**src/inc/usb_irq_pkg.sv**
```systemverilog
// constants for the usb interrupt aggregator: register map, bit layout, timing
// assumes an apb slave at 50 mhz; all offsets are byte addresses of 32-bit words
package usb_irq_pkg;
  // register byte offsets
  localparam logic [7:0] STATUS_FLAG_OFS   = 8'h00;
  localparam logic [7:0] STATUS_ENABLE_OFS = 8'h04;
  localparam logic [7:0] ERROR_FLAG_OFS    = 8'h08;
  localparam logic [7:0] ERROR_ENABLE_OFS  = 8'h0C;
  localparam logic [7:0] REQUEST_OFS       = 8'h10;
  localparam logic [7:0] CONTROL_OFS       = 8'h14;
  // status flag positions
  localparam int STAT_W         = 8;
  localparam int ERR_W          = 8;
  localparam int BIT_RESET      = 0;
  localparam int BIT_ERROR      = 1;
  localparam int BIT_ACTIVITY   = 2;
  localparam int BIT_TRANSFER   = 3;
  localparam int BIT_IDLE       = 4;
  localparam int BIT_STALL      = 5;
  localparam int BIT_SOF        = 6;
  // control register fields
  localparam int CTRL_SUSPEND   = 0;
  localparam int CTRL_PULLUP    = 1;
  // reset values
  localparam logic [7:0] STAT_RESET = 8'h00;
  localparam logic [7:0] ERR_RESET  = 8'h00;
  // timing
  localparam int CLK_HZ          = 50_000_000;
  localparam int IDLE_TIME_US    = 3000;
  localparam int IDLE_CYCLES     = IDLE_TIME_US * (CLK_HZ / 1_000_000);
  localparam int WAKE_SYNC_CYCLES = 4;
endpackage : usb_irq_pkg

```
**src/hw/usb_interrupt_aggregator.sv**
```systemverilog
// usb interrupt aggregator: two-level flag/enable logic with apb access
// assumes sie events as one-cycle pulses synchronous to sys_clk
// limitation: a bus idle flag is raised once per quiet spell, not every cycle
// writes land at the edge where pready is sampled high, reads are captured one edge earlier, when pready rises
`timescale 1ns/100ps
`default_nettype none
module usb_interrupt_aggregator #(
  parameter int IDLE_LIMIT = usb_irq_pkg::IDLE_CYCLES
) (
  input  wire logic        sys_clk,
  input  wire logic        rst_n,
  input  wire logic        psel,
  input  wire logic        penable,
  input  wire logic        pwrite,
  input  wire logic [7:0]  paddr,
  input  wire logic [31:0] pwdata,
  output var  logic [31:0] prdata,
  output var  logic        pready,
  output var  logic        pslverr,
  input  wire logic [7:0]  status_event,
  input  wire logic [7:0]  error_event,
  input  wire logic        bus_traffic,
  output var  logic        usb_request_flag,
  output var  logic        irq,
  output var  logic        suspend_control,
  output var  logic        pullup_enable
);
  localparam logic [7:0] ERRB = 8'h01 << usb_irq_pkg::BIT_ERROR;
  localparam logic [7:0] ACTB = 8'h01 << usb_irq_pkg::BIT_ACTIVITY;
  localparam logic [7:0] IDLB = 8'h01 << usb_irq_pkg::BIT_IDLE;

  logic [7:0]  status_flag_q, status_flag_d;
  logic [7:0]  status_enable_q;
  logic [7:0]  error_flag_q, error_flag_d;
  logic [7:0]  error_enable_q;
  logic        request_q;
  logic [1:0]  ctrl_q;
  logic [31:0] idle_cnt_q;
  logic        armed_q;
  logic [2:0]  sync_cnt_q;
  logic [31:0] prdata_q;
  logic        pready_q;

  // apb decode; one wait state, write applied with pready at the access end
  wire acc      = psel & penable & ~pready_q;
  wire wr       = psel & penable & pready_q & pwrite;
  wire rd       = acc & ~pwrite;
  wire sel_sf   = paddr == usb_irq_pkg::STATUS_FLAG_OFS;
  wire sel_se   = paddr == usb_irq_pkg::STATUS_ENABLE_OFS;
  wire sel_ef   = paddr == usb_irq_pkg::ERROR_FLAG_OFS;
  wire sel_ee   = paddr == usb_irq_pkg::ERROR_ENABLE_OFS;
  wire sel_rq   = paddr == usb_irq_pkg::REQUEST_OFS;
  wire sel_ct   = paddr == usb_irq_pkg::CONTROL_OFS;
  wire mapped   = sel_sf | sel_se | sel_ef | sel_ee | sel_rq | sel_ct;

  // activity clear blocked while suspended or synchronising after wake
  wire act_clr_ok = ~ctrl_q[usb_irq_pkg::CTRL_SUSPEND] & (sync_cnt_q == 3'd0);

  // idle detection: count quiet cycles
  wire idle_hit  = (idle_cnt_q == 32'(IDLE_LIMIT)) & ~bus_traffic;
  // activity only once per resume, and only after idle flagged
  wire act_event = bus_traffic & armed_q;

  // error level: enabled errors fold into summary
  wire err_any = |(error_flag_q & error_enable_q);

  // activity bit kept against a write while its clear is blocked
  wire [7:0] sf_keep  = act_clr_ok ? 8'h00 : ACTB;

  // next flag values; hardware set wins over any clear
  always_comb begin
    status_flag_d = status_flag_q;
    if (wr & sel_sf) begin
      status_flag_d = (pwdata[7:0] | (status_flag_q & sf_keep));
    end
    status_flag_d = status_flag_d | (status_event & ~(ACTB | IDLB | ERRB));
    if (act_event) begin
      status_flag_d = status_flag_d | ACTB;
    end
    if (idle_hit) begin
      status_flag_d = status_flag_d | IDLB;
    end
    if (err_any) begin
      status_flag_d = status_flag_d | ERRB;
    end
  end

  always_comb begin
    error_flag_d = (wr & sel_ef) ? pwdata[7:0] : error_flag_q;
    error_flag_d = error_flag_d | error_event;
  end

  // read mux
  wire [31:0] rd_val =
    sel_sf ? {24'h0000_00, status_flag_q}   :
    sel_se ? {24'h0000_00, status_enable_q} :
    sel_ef ? {24'h0000_00, error_flag_q}    :
    sel_ee ? {24'h0000_00, error_enable_q}  :
    sel_rq ? {31'h0000_0000, request_q}     :
    sel_ct ? {30'h0000_0000, ctrl_q}        : 32'h0000_0000;

  // request flag: any enabled status flag; software clear loses to a set
  wire req_set = |(status_flag_q & status_enable_q);

  // registers
  always_ff @(posedge sys_clk or negedge rst_n) begin
    if (!rst_n) begin
      status_flag_q   <= usb_irq_pkg::STAT_RESET;
      error_flag_q    <= usb_irq_pkg::ERR_RESET;
      status_enable_q <= 8'h00;
      error_enable_q  <= 8'h00;
      ctrl_q          <= 2'b00;
    end else begin
      status_flag_q <= status_flag_d;
      error_flag_q  <= error_flag_d;
      if (wr & sel_se) status_enable_q <= pwdata[7:0];
      if (wr & sel_ee) error_enable_q  <= pwdata[7:0];
      if (wr & sel_ct) ctrl_q          <= pwdata[1:0];
    end
  end

  // single request flag, set wins over software clear
  always_ff @(posedge sys_clk or negedge rst_n) begin
    if (!rst_n) begin
      request_q <= 1'b0;
    end else if (req_set) begin
      request_q <= 1'b1;
    end else if (wr & sel_rq) begin
      request_q <= pwdata[0];
    end
  end

  // idle counter and activity arming
  always_ff @(posedge sys_clk or negedge rst_n) begin
    if (!rst_n) begin
      idle_cnt_q <= 32'h0000_0000;
      armed_q    <= 1'b0;
    end else begin
      if (bus_traffic) idle_cnt_q <= 32'h0000_0000;
      else if (idle_cnt_q != 32'(IDLE_LIMIT + 1)) idle_cnt_q <= idle_cnt_q + 32'h0000_0001;
      if (idle_hit) armed_q <= 1'b1;
      else if (act_event) armed_q <= 1'b0;
    end
  end

  // wake synchroniser delay after suspend drops
  always_ff @(posedge sys_clk or negedge rst_n) begin
    if (!rst_n) begin
      sync_cnt_q <= 3'd0;
    end else if (ctrl_q[usb_irq_pkg::CTRL_SUSPEND]) begin
      sync_cnt_q <= 3'(usb_irq_pkg::WAKE_SYNC_CYCLES);
    end else if (sync_cnt_q != 3'd0) begin
      sync_cnt_q <= sync_cnt_q - 3'd1;
    end
  end

  // apb answer and outputs
  always_ff @(posedge sys_clk or negedge rst_n) begin
    if (!rst_n) begin
      prdata_q         <= 32'h0000_0000;
      pready_q         <= 1'b0;
      pslverr          <= 1'b0;
      usb_request_flag <= 1'b0;
      irq              <= 1'b0;
      suspend_control  <= 1'b0;
      pullup_enable    <= 1'b0;
    end else begin
      pready_q         <= acc;
      pslverr          <= acc & ~mapped;
      prdata_q         <= rd ? rd_val : 32'h0000_0000;
      usb_request_flag <= request_q | req_set;
      irq              <= request_q | req_set;
      suspend_control  <= ctrl_q[usb_irq_pkg::CTRL_SUSPEND];
      pullup_enable    <= ctrl_q[usb_irq_pkg::CTRL_PULLUP];
    end
  end

  assign prdata = prdata_q;
  assign pready = pready_q;

  // checks
  err_summary_a: assert property (@(posedge sys_clk) disable iff (!rst_n)
    err_any |=> status_flag_q[usb_irq_pkg::BIT_ERROR])
    else $error("error summary not set");
  flag_sticky_a: assert property (@(posedge sys_clk) disable iff (!rst_n)
    (status_flag_q[usb_irq_pkg::BIT_IDLE] && !(wr && sel_sf))
      |=> status_flag_q[usb_irq_pkg::BIT_IDLE])
    else $error("idle flag dropped without write");
  err_set_a: assert property (@(posedge sys_clk) disable iff (!rst_n)
    error_event[0] |=> error_flag_q[0])
    else $error("error flag late");
  req_follow_a: assert property (@(posedge sys_clk) disable iff (!rst_n)
    req_set |=> usb_request_flag)
    else $error("request flag missing");
  act_block_a: assert property (@(posedge sys_clk) disable iff (!rst_n)
    (status_flag_q[usb_irq_pkg::BIT_ACTIVITY] && ctrl_q[usb_irq_pkg::CTRL_SUSPEND])
      |=> status_flag_q[usb_irq_pkg::BIT_ACTIVITY])
    else $error("activity cleared while suspended");
  act_once_a: assert property (@(posedge sys_clk) disable iff (!rst_n)
    act_event |=> !armed_q)
    else $error("activity armed twice");
  idle_set_a: assert property (@(posedge sys_clk) disable iff (!rst_n)
    idle_hit |=> status_flag_q[usb_irq_pkg::BIT_IDLE] && armed_q)
    else $error("idle flag not raised");
  poll_set_a: assert property (@(posedge sys_clk) disable iff (!rst_n)
    (status_event[3] && status_enable_q == 8'h00) |=> status_flag_q[3])
    else $error("disabled flag not set");

  // irq output mirrors the request flag
  req_one_a: assert property (@(posedge sys_clk) disable iff (!rst_n)
    req_set
      |=> irq)
    else $error("irq missing");

  // request flag holds until software clears it
  req_hold_a: assert property (@(posedge sys_clk) disable iff (!rst_n)
    (request_q && !(wr && sel_rq))
      |=> request_q)
    else $error("request flag dropped");

  // request output low when nothing pending
  req_clear_a: assert property (@(posedge sys_clk) disable iff (!rst_n)
    (!req_set && !request_q)
      |=> !usb_request_flag)
    else $error("request flag spurious");

  // stall event reaches its status bit
  stat_set_a: assert property (@(posedge sys_clk) disable iff (!rst_n)
    status_event[usb_irq_pkg::BIT_STALL]
      |=> status_flag_q[usb_irq_pkg::BIT_STALL])
    else $error("status flag not set");

  // software write sets a status flag
  sw_set_a: assert property (@(posedge sys_clk) disable iff (!rst_n)
    (wr && sel_sf && pwdata[usb_irq_pkg::BIT_SOF])
      |=> status_flag_q[usb_irq_pkg::BIT_SOF])
    else $error("software set of status lost");

  // software write sets an error flag
  err_sw_set_a: assert property (@(posedge sys_clk) disable iff (!rst_n)
    (wr && sel_ef && pwdata[0])
      |=> error_flag_q[0])
    else $error("software set of error lost");

  // summary flag sticky until written
  sum_sticky_a: assert property (@(posedge sys_clk) disable iff (!rst_n)
    (status_flag_q[usb_irq_pkg::BIT_ERROR] && !(wr && sel_sf))
      |=> status_flag_q[usb_irq_pkg::BIT_ERROR])
    else $error("summary flag dropped");

  // cleared activity stays clear while disarmed
  act_rearm_a: assert property (@(posedge sys_clk) disable iff (!rst_n)
    (!status_flag_q[usb_irq_pkg::BIT_ACTIVITY] && !armed_q && !(wr && sel_sf))
      |=> !status_flag_q[usb_irq_pkg::BIT_ACTIVITY])
    else $error("activity set without idle");

  // armed traffic raises the activity flag
  act_set_a: assert property (@(posedge sys_clk) disable iff (!rst_n)
    act_event
      |=> status_flag_q[usb_irq_pkg::BIT_ACTIVITY])
    else $error("activity flag missing");

  // activity kept during the wake window
  sync_block_a: assert property (@(posedge sys_clk) disable iff (!rst_n)
    (status_flag_q[usb_irq_pkg::BIT_ACTIVITY] && sync_cnt_q != 3'd0)
      |=> status_flag_q[usb_irq_pkg::BIT_ACTIVITY])
    else $error("activity cleared during wake");

  // wake window loaded when suspend drops
  wake_load_a: assert property (@(posedge sys_clk) disable iff (!rst_n)
    $fell(ctrl_q[usb_irq_pkg::CTRL_SUSPEND])
      |-> sync_cnt_q == 3'(usb_irq_pkg::WAKE_SYNC_CYCLES))
    else $error("wake window not loaded");

  // pull-up output follows its control bit
  pullup_copy_a: assert property (@(posedge sys_clk) disable iff (!rst_n)
    ctrl_q[usb_irq_pkg::CTRL_PULLUP]
      |=> pullup_enable)
    else $error("pull-up dropped");

  // suspend output follows its control bit
  suspend_copy_a: assert property (@(posedge sys_clk) disable iff (!rst_n)
    ctrl_q[usb_irq_pkg::CTRL_SUSPEND]
      |=> suspend_control)
    else $error("suspend output missing");

  // traffic restarts the quiet count
  quiet_reset_a: assert property (@(posedge sys_clk) disable iff (!rst_n)
    bus_traffic
      |=> idle_cnt_q == 32'h0000_0000)
    else $error("quiet count not cleared");

  // one idle event per quiet spell
  idle_once_a: assert property (@(posedge sys_clk) disable iff (!rst_n)
    idle_hit
      |=> !idle_hit)
    else $error("idle event repeated");

  // pready is a single-cycle pulse
  apb_pulse_a: assert property (@(posedge sys_clk) disable iff (!rst_n)
    pready
      |=> !pready)
    else $error("pready stuck high");

  // unmapped access answered with an error
  apb_err_a: assert property (@(posedge sys_clk) disable iff (!rst_n)
    (acc && !mapped)
      |=> (pslverr && pready))
    else $error("no error response");

  // read data zero outside read answers
  rdata_zero_a: assert property (@(posedge sys_clk) disable iff (!rst_n)
    !rd
      |=> prdata == 32'h0000_0000)
    else $error("read data not zero");

  // per-bit checks of both flag levels
  for (genvar g = 0; g < usb_irq_pkg::ERR_W; g++) begin : bit_chk
    err_sticky_a: assert property (@(posedge sys_clk) disable iff (!rst_n)
      (error_flag_q[g] && !(wr && sel_ef))
        |=> error_flag_q[g])
      else $error("error flag dropped");

    err_clear_a: assert property (@(posedge sys_clk) disable iff (!rst_n)
      (wr && sel_ef && !pwdata[g] && !error_event[g])
        |=> !error_flag_q[g])
      else $error("error flag not cleared");

    err_poll_a: assert property (@(posedge sys_clk) disable iff (!rst_n)
      (error_event[g] && !error_enable_q[g])
        |=> error_flag_q[g])
      else $error("disabled error not set");

    err_gate_a: assert property (@(posedge sys_clk) disable iff (!rst_n)
      (error_flag_q[g] && error_enable_q[g])
        |=> status_flag_q[usb_irq_pkg::BIT_ERROR])
      else $error("enabled error not summarised");

    stat_gate_a: assert property (@(posedge sys_clk) disable iff (!rst_n)
      (status_flag_q[g] && status_enable_q[g])
        |=> usb_request_flag)
      else $error("enabled status not requested");
  end
endmodule : usb_interrupt_aggregator
`default_nettype wire

```
**config.mk**
```make
export PLATFORM = sky130hd
export DESIGN_NAME = usb_interrupt_aggregator
export DESIGN_NICKNAME = d
export VERILOG_FILES = /design/src/inc/usb_irq_pkg.sv /design/src/hw/usb_interrupt_aggregator.sv
export SDC_FILE = /design/constraint.sdc
export NUM_CORES = 1
export LEC_CHECK = 0
export ABC_AREA = 1
export ABC_CLOCK_PERIOD_IN_PS = 1550
export BUFFER_PORTS_ARGS = -buffer_cell sky130_fd_sc_hd__buf_2
export CORE_MARGIN = 1.5
export CORE_UTILIZATION = 42
export DETAILED_ROUTE_END_ITERATION = 7
export GPL_TIMING_DRIVEN = 0
export MAX_ROUTING_LAYER = met4
export PLACE_DENSITY = 0.73
export SETUP_SLACK_MARGIN = 0.4
export SLEW_MARGIN = 20
export SYNTH_ARGS = -nofsm -noshare
export SYNTH_HDL_FRONTEND = slang
export SYNTH_SLANG_ARGS = --single-unit
```
**constraint.sdc**
```tcl
create_clock -name sys_clk -period 1.55 [get_ports sys_clk]
set_clock_uncertainty 0.05 [all_clocks]
set_input_delay 0.0775 -clock sys_clk [delete_from_list [all_inputs] [get_ports sys_clk]]
set_output_delay 0.0775 -clock sys_clk [all_outputs]
set_load 0.03 [all_outputs]
```
==> summary.md, run 1 <==
| Metric | Value |
|---|---|
| Post-route DRC violation count | 0 |
| Core ar. | 0.0109 mm^2 |
| # diodes | 0 |
| Top post-synthesis cells by count | nand2_1, nor2_1, dfrtp_1 |
| Slowest stage delay, CP | 0.42 ns |
| Gr busiest metal | met2 |
| Tcrit/Tclk final | 0.995 |
| Reg area | 0.00211 mm^2 |
| Main combinational cell family by area after synthesis | simple AND/OR/NAND/NOR gates |
| Register bit total from synthesis | 84 |
| Min-Delay Path Class | input pin to flip-flop |
| First-pass detailed-route iteration total | 5 |
| Crit-path leading delay family | simple AND/OR/NAND/NOR gates |
| Synth-to-Final Area Change | 43.6% |
| Status | completed |
| Area contributors post-synth | dfrtp_1, nand2_1, nor2_1, inv_1, o21ai_0 |
| GRT met1 Usage | 0.251 |
| CTS Buf Count | 9 |
| Inst Count DP | 821 |
| Max-slew violation count | 0 |
| H-tree level count | 3 |
| Initial Utilization | 0.434 |
| PD cells | 683 mW/mm^2 |
| Total grt overflow | 0 |
| Finished Layout Cells | 910 |
| Antenna violations before repair | 0 |
| Die H | 109 um |
| Reg clk slew, reported paths | 0.09 ns |
| Syn Std Cell Area | 0.00473 mm^2 |
| Total GRT Usage | 0.237 |
| VDD IR-drop max | 511 uV |
| Crit-path slowest cell | dfrtp_2 |
| Crit path DAT | 1.75 ns |
| Post-synth EDFFs | 0 |
| Maxcap violations | 0 |
| Die area | 0.0119 mm^2 |
| Post-synthesis mux area share | 0 |
| Post-DR vias/cell | 5.22 |
| Number of global-route vias before repair | 4426 |
| Fin area | 0.00679 mm^2 |
| Die width | 109 um |
| Port buffer count | 47 |
| Cells after synthesis | 610 |
| Final hold vios | 0 |
| Placer Congestion | 0.937 |
| Total power | 4640 uW |
| Post-route ant nets | 0 |
| Bufs and invs on worst path | 1 |
| CP max FO | 5 |
| Wire length per cell | 15.6 um |
| Final Util | 0.623 |
| Element type at the critical path start | flip-flop |
| Post-synth top area share | 0.445 |
| GRT met2 Usage | 0.427 |
| YS warnings | 0 |
| WP data required | 1.75 ns |
| Mapped Avg Cell Area | 7.75 um^2 |
| Fin nets | 832 |
| # setup viols final | 0 |
| Tmin final | 1.54 ns |
| Root buffer cell | clkbuf_8 |
| Cell Rows | 38 |
| Initial drt markers | 279 |
| Via count | 4751 |
| Most used flip-flop cell after synthesis | dfrtp_1 |
| Setup CP Type | flip-flop to flip-flop |
| TritonCTS clock tree | yes |
| Placed Area | 0.00536 mm^2 |
| Adder-cell area share of the yosys netlist | 0.0132 |
| Synth cell types | 39 |
| Pin count of the biggest net entering global routing | 56 |
| Lkg Pwr | 0.00313 uW |
| Clk_lat worst skew | 0.36 ns |
| Maximum clock rate | 648 MHz |
| Post-Synth XOR/XNOR Area | 0.0130 |
| Post-Route WL | 14200 um |
| Share of layout cells above drive strength 1 | 0.384 |
| Critical-path cell list | buf_4, nand3_4, nor2_4, nand2_4, nor2_4, nand4_2, nor2_1, nor2_1 |
| Filler instances | 854 |
| Count leader, synth | nand2_1 |
| Synth area leader | dfrtp_1 |
| # IOs | 100 |
| Multi-input logic area | 0.00268 mm^2 |
| Clock sink count | 84 |
| RSZ-0062 raised after global routing | yes |
| Compound-gate portion of the synthesized area | 0.109 |
| CTS Buffer Depth | 2 |
| Met3 Usage GRT | 0.0526 |
| Global-route wire length before repair | 21000 um |
| Synth async-reset ratio | 1.00 |
| Synth Area in Simple Gates | 0.305 |
| Critical path endpoint category | flip-flop |
| HPWL after detailed placement | 8540 um |
| Sequential area share after synthesis | 0.445 |
[where the power goes]
group          internal [uW]  total, uW  switching [uW]
sequential              2230       2260            33.1
clock                    919       1770             852
combinational            247        605             359
total                   3390       4640            1240
[registers in the layout (all words and copies together) (netlist names), 2 cells and up]
register         flops
status_enable_q      8
idle_cnt_q          32
error_flag_q         8
error_enable_q       8
prdata               8
ctrl_q               2
status_flag_q        8
sync_cnt_q           3
[stage by stage]
stage          setup slack [ns]  TNS (ns)  hold WS [ns]
2_1_floorplan             0.148         0        -0.268
3_3_place_gp             -0.436    -25.30         0.217
3_5_place_dp             -0.137    -0.424      -0.00681
4_1_cts                  0.0432         0       0.00740
5_1_grt                 -0.0734    -0.642        0.0232
6_report                0.00752         0        0.0117
[final cells by class]
type                       instances  area share
buffer                            33      0.0400
clock buffer                       9      0.0182
clock inverter                     7      0.0144
inverter                          78      0.0457
multi-input combinational        438       0.395
sequential                        84       0.311
tap                              140      0.0258
timing repair buffer             121       0.150
[path summary, 6_finish.rpt]
path / depth (start not counted) / end / from / slack, ns
hold / removal: 3 / error_enable_q[2] / pwdata[2] / 0.01
hold reg to reg: 0 / pullup_enable / ctrl_q[1] / 0.36
setup reg to reg: 8 / idle_cnt_q[19] / idle_cnt_q[0] / 0.008
min in group asynchronous: 2 / prdata[3] / rst_n / 0.15
max in group asynchronous: 3 / idle_cnt_q[16] / rst_n / 0.66
setup / recovery: 8 / idle_cnt_q[19] / idle_cnt_q[0] / 0.008
[cell families (layout without fill, tap and decap cells)]
family / count (synthesis) / count (layout)
buffers and inverters: 111 / 248
DFF: 84 / 84
and+or+nand+nor: 310 / 310
xor gates and xnor gates: 7 / 7
AOI/OAI and AO/OA: 92 / 92
adders and majority gates: 5 / 5
other: 1 / 24
[what timing repair did]
item	4_1_cts	5_1_grt
resized for setup	107	65
buffers inserted	29	19
pin swaps	30	25
hold buffers	21	0
setup endpoints to repair	78	80
hold endpoints to repair	81	0
gates cloned	4	0
[placed cells by master, fill, tap and decap left out, drive strengths merged]
cell type / netlist / layout
a211o: 5 / 5
a211oi: 1 / 1
a21oi: 24 / 24
a22o: 2 / 2
a31oi: 6 / 6
a41oi: 1 / 1
buf: 31 / 131
bufinv: 0 / 2
clkbuf: 2 / 11
clkinv: 0 / 4
clkinvlp: 0 / 1
conb: 1 / 24
dfrtp: 84 / 84
dlygate4sd3: 0 / 21
ha: 5 / 5
inv: 78 / 78
nand2: 154 / 154
nand3: 33 / 33
nand4: 15 / 15
nor2: 94 / 94
nor3: 12 / 12
nor4: 1 / 1
o211ai: 2 / 2
o21a: 1 / 1
o21ai: 48 / 48
o221ai: 1 / 1
o31ai: 1 / 1
or2: 1 / 1
xnor2: 1 / 1
xor2: 6 / 6
[layer usage]
layer / up-vias / wire [um]
li1: 2227 / -
met1: 2258 / 5340
met2: 208 / 7550
met3: 58 / 848
met4: 0 / 485
met5: - / 0
[worst reg2reg max path: stages, from the launching register on]
cell	delay, ns
dfrtp_2	0.42
buf_4	0.14
nand3_4	0.10
nor2_4	0.14
nand2_4	0.07
nor2_4	0.19
nand4_2	0.15
nor2_1	0.13
nor2_1	0.05
Power figures use the tool's default switching activity.
==> inputs of run 2 (changes only) <==
Settings changed: PLACE_DENSITY 0.73 to default, PLACE_DENSITY_LB_ADDON from default to 0.15.
==> summary.md, run 2 (synthesis results as in run 1) <==
| Metric | Value |
|---|---|
| Status | complete, but fails checks |
| Violated checks | negative setup slack |
| Filler instances | 872 |
| Maximum clock rate | 624 MHz |
| R2R Path Start | idle_cnt_q[0] |
| PD cells | 635 mW/mm^2 |
| Element type at the critical path start | flip-flop |
| Reg2reg path depth | 7 |
| Most common cell after layout, fill and taps aside | nand2_1 |
| Final hold slack | 0.0104 ns |
| Place WS | -0.124 ns |
| Gr busiest metal | met2 |
| Via count | 4681 |
| Cell Rows | 38 |
| Post-route DRC violation count | 0 |
| Tmin final | 1.60 ns |
| Initial drt markers | 236 |
| # diodes | 0 |
| Post-Route WL | 14000 um |
| Clk_lat worst skew | 0.36 ns |
| # setup viols final | 2 |
| Bufs and invs on worst path | 2 |
| Clock sink count | 84 |
| Lkg Pwr | 0.00329 uW |
| GRT met1 Usage | 0.267 |
| Top reg by flops | idle_cnt_q |
| First-pass detailed-route iteration total | 4 |
| Tcrit/Tclk final | 1.03 |
| Hold Path Sink | error_enable_q[2] |
| Final Worst Setup Slack | -0.0535 ns |
| Total GRT Usage | 0.240 |
| Slowest stage delay, CP | 0.42 ns |
| Post-route ant nets | 0 |
| RSZ-0062 raised after global routing | yes |
| Synth-to-Final Area Change | 49.6% |
| Crit-path leading delay family | flip-flops |
| HPWL after detailed placement | 8800 um |
| Total power | 4490 uW |
| Global-route wire length before repair | 21200 um |
| Port buffer count | 47 |
| Die H | 109 um |
| Min-Delay Path Class | input pin to flip-flop |
| Initial Utilization | 0.434 |
| Worst-Margin Slew | 0.568 ns |
| Number of global-route vias before repair | 4495 |
| Post-DR vias/cell | 5.06 |
| Placer Congestion | 0.854 |
| CTS Buf Count | 9 |
| Critical-path cell list | ha_4, nand3_4, buf_6, nor4_4, buf_4, xor2_1, nor2_1 |
| Pin count of the biggest net entering global routing | 46 |
| Setup CP Type | flip-flop to flip-flop |
| Sum Neg Setup Slack | -0.0704 ns |
| Die width | 109 um |
| Commonest non-fill, non-tap cells in the layout | nand2_1, dfrtp_1, nor2_1, inv_1, buf_4 |
| TritonCTS clock tree | yes |
| Fin nets | 848 |
| Wire length per cell | 15.1 um |
| Share of layout cells above drive strength 1 | 0.416 |
| CP max FO | 4 |
| WP data required | 1.72 ns |
| Hold Path Depth | 3 |
| H-tree level count | 3 |
| Max-slew violation count | 0 |
| Critical path endpoint category | flip-flop |
| Slack of the worst reg-to-reg path | -0.05 ns |
| Total grt overflow | 0 |
| Met3 Usage GRT | 0.0466 |
| Min-delay src | pwdata[2] |
| Inst Count DP | 821 |
| Crit-path slowest cell | dfrtp_2 |
| Reg clk slew, reported paths | 0.08 ns |
| Crit path DAT | 1.78 ns |
| Maxcap violations | 0 |
| Antenna violations before repair | 0 |
| Max reg flops | 32 |
| Slew headroom | 0.621 |
| VDD IR-drop max | 397 uV |
| Core ar. | 0.0109 mm^2 |
| # IOs | 100 |
| GRT met2 Usage | 0.425 |
| Final hold vios | 0 |
| Root buffer cell | clkbuf_8 |
| CTS Buffer Depth | 2 |
| Reg2Reg Capture Point | idle_cnt_q[12] |
| Die area | 0.0119 mm^2 |
| Finished Layout Cells | 926 |
-- run 2: repair_timing --
item,in CTS,in global routing
gates cloned,4,0
pin swaps,23,32
hold endpoints to repair,63,1
resized for setup,107,105
setup endpoints to repair,77,81
hold buffers,20,1
setup buffers,48,16
-- run 2: layout make-up --
type | instances | area (um^2) | area share
Sequential cell | 84 | 2110 | 0.299
Buffer | 33 | 275 | 0.0389
Tap cell | 140 | 175 | 0.0248
Clock buffer | 10 | 128 | 0.0180
Timing Repair Buffer | 137 | 1220 | 0.172
Inverter | 78 | 310 | 0.0439
Clock inverter | 6 | 72.6 | 0.0103
Multi-Input combinational cell | 438 | 2780 | 0.393
-- run 2: power by group --
| part | internal (uW) | switching [uW] | total (uW) |
|---|---|---|---|
| registers | 2230 | 33.0 | 2260 |
| clock network | 760 | 858 | 1620 |
| logic | 256 | 359 | 615 |
-- run 2: how the worst max path moves through the flow --
stage	start	end	slack [ns]	cells after the start
final	idle_cnt_q[0]	idle_cnt_q[12]	-0.05	7
after global routing	idle_cnt_q[1]	idle_cnt_q[28]	-0.12	9
after CTS	idle_cnt_q[0]	idle_cnt_q[12]	0.03	6
after detailed placement	idle_cnt_q[0]	idle_cnt_q[17]	-0.12	8
after global placement	rst_n	pready	-0.52	1
after floorplan	pready	error_flag_q[5]	0.15	8
-- run 2: layer usage --
| metal | wire length (um) | part of all wire |
|---|---|---|
| met5 | 0 | 0 |
| met4 | 411 | 0.029 |
| met3 | 689 | 0.049 |
| met2 | 7350 | 0.53 |
| met1 | 5500 | 0.39 |
-- run 2: through the flow --
stage	area (um^2)	utilization
2_1_floorplan	4920	-
3_3_place_gp	5330	0.489
3_5_place_dp	5360	0.492
4_1_cts	6560	0.602
5_1_grt	7070	0.650
6_report	7070	0.650
-- run 2: worst register-to-register path, stage by stage, from the launching register on --
cell,delay [ns]
dfrtp_2,0.42
ha_4,0.16
nand3_4,0.09
buf_6,0.14
nor4_4,0.21
buf_4,0.19
xor2_1,0.16
nor2_1,0.05
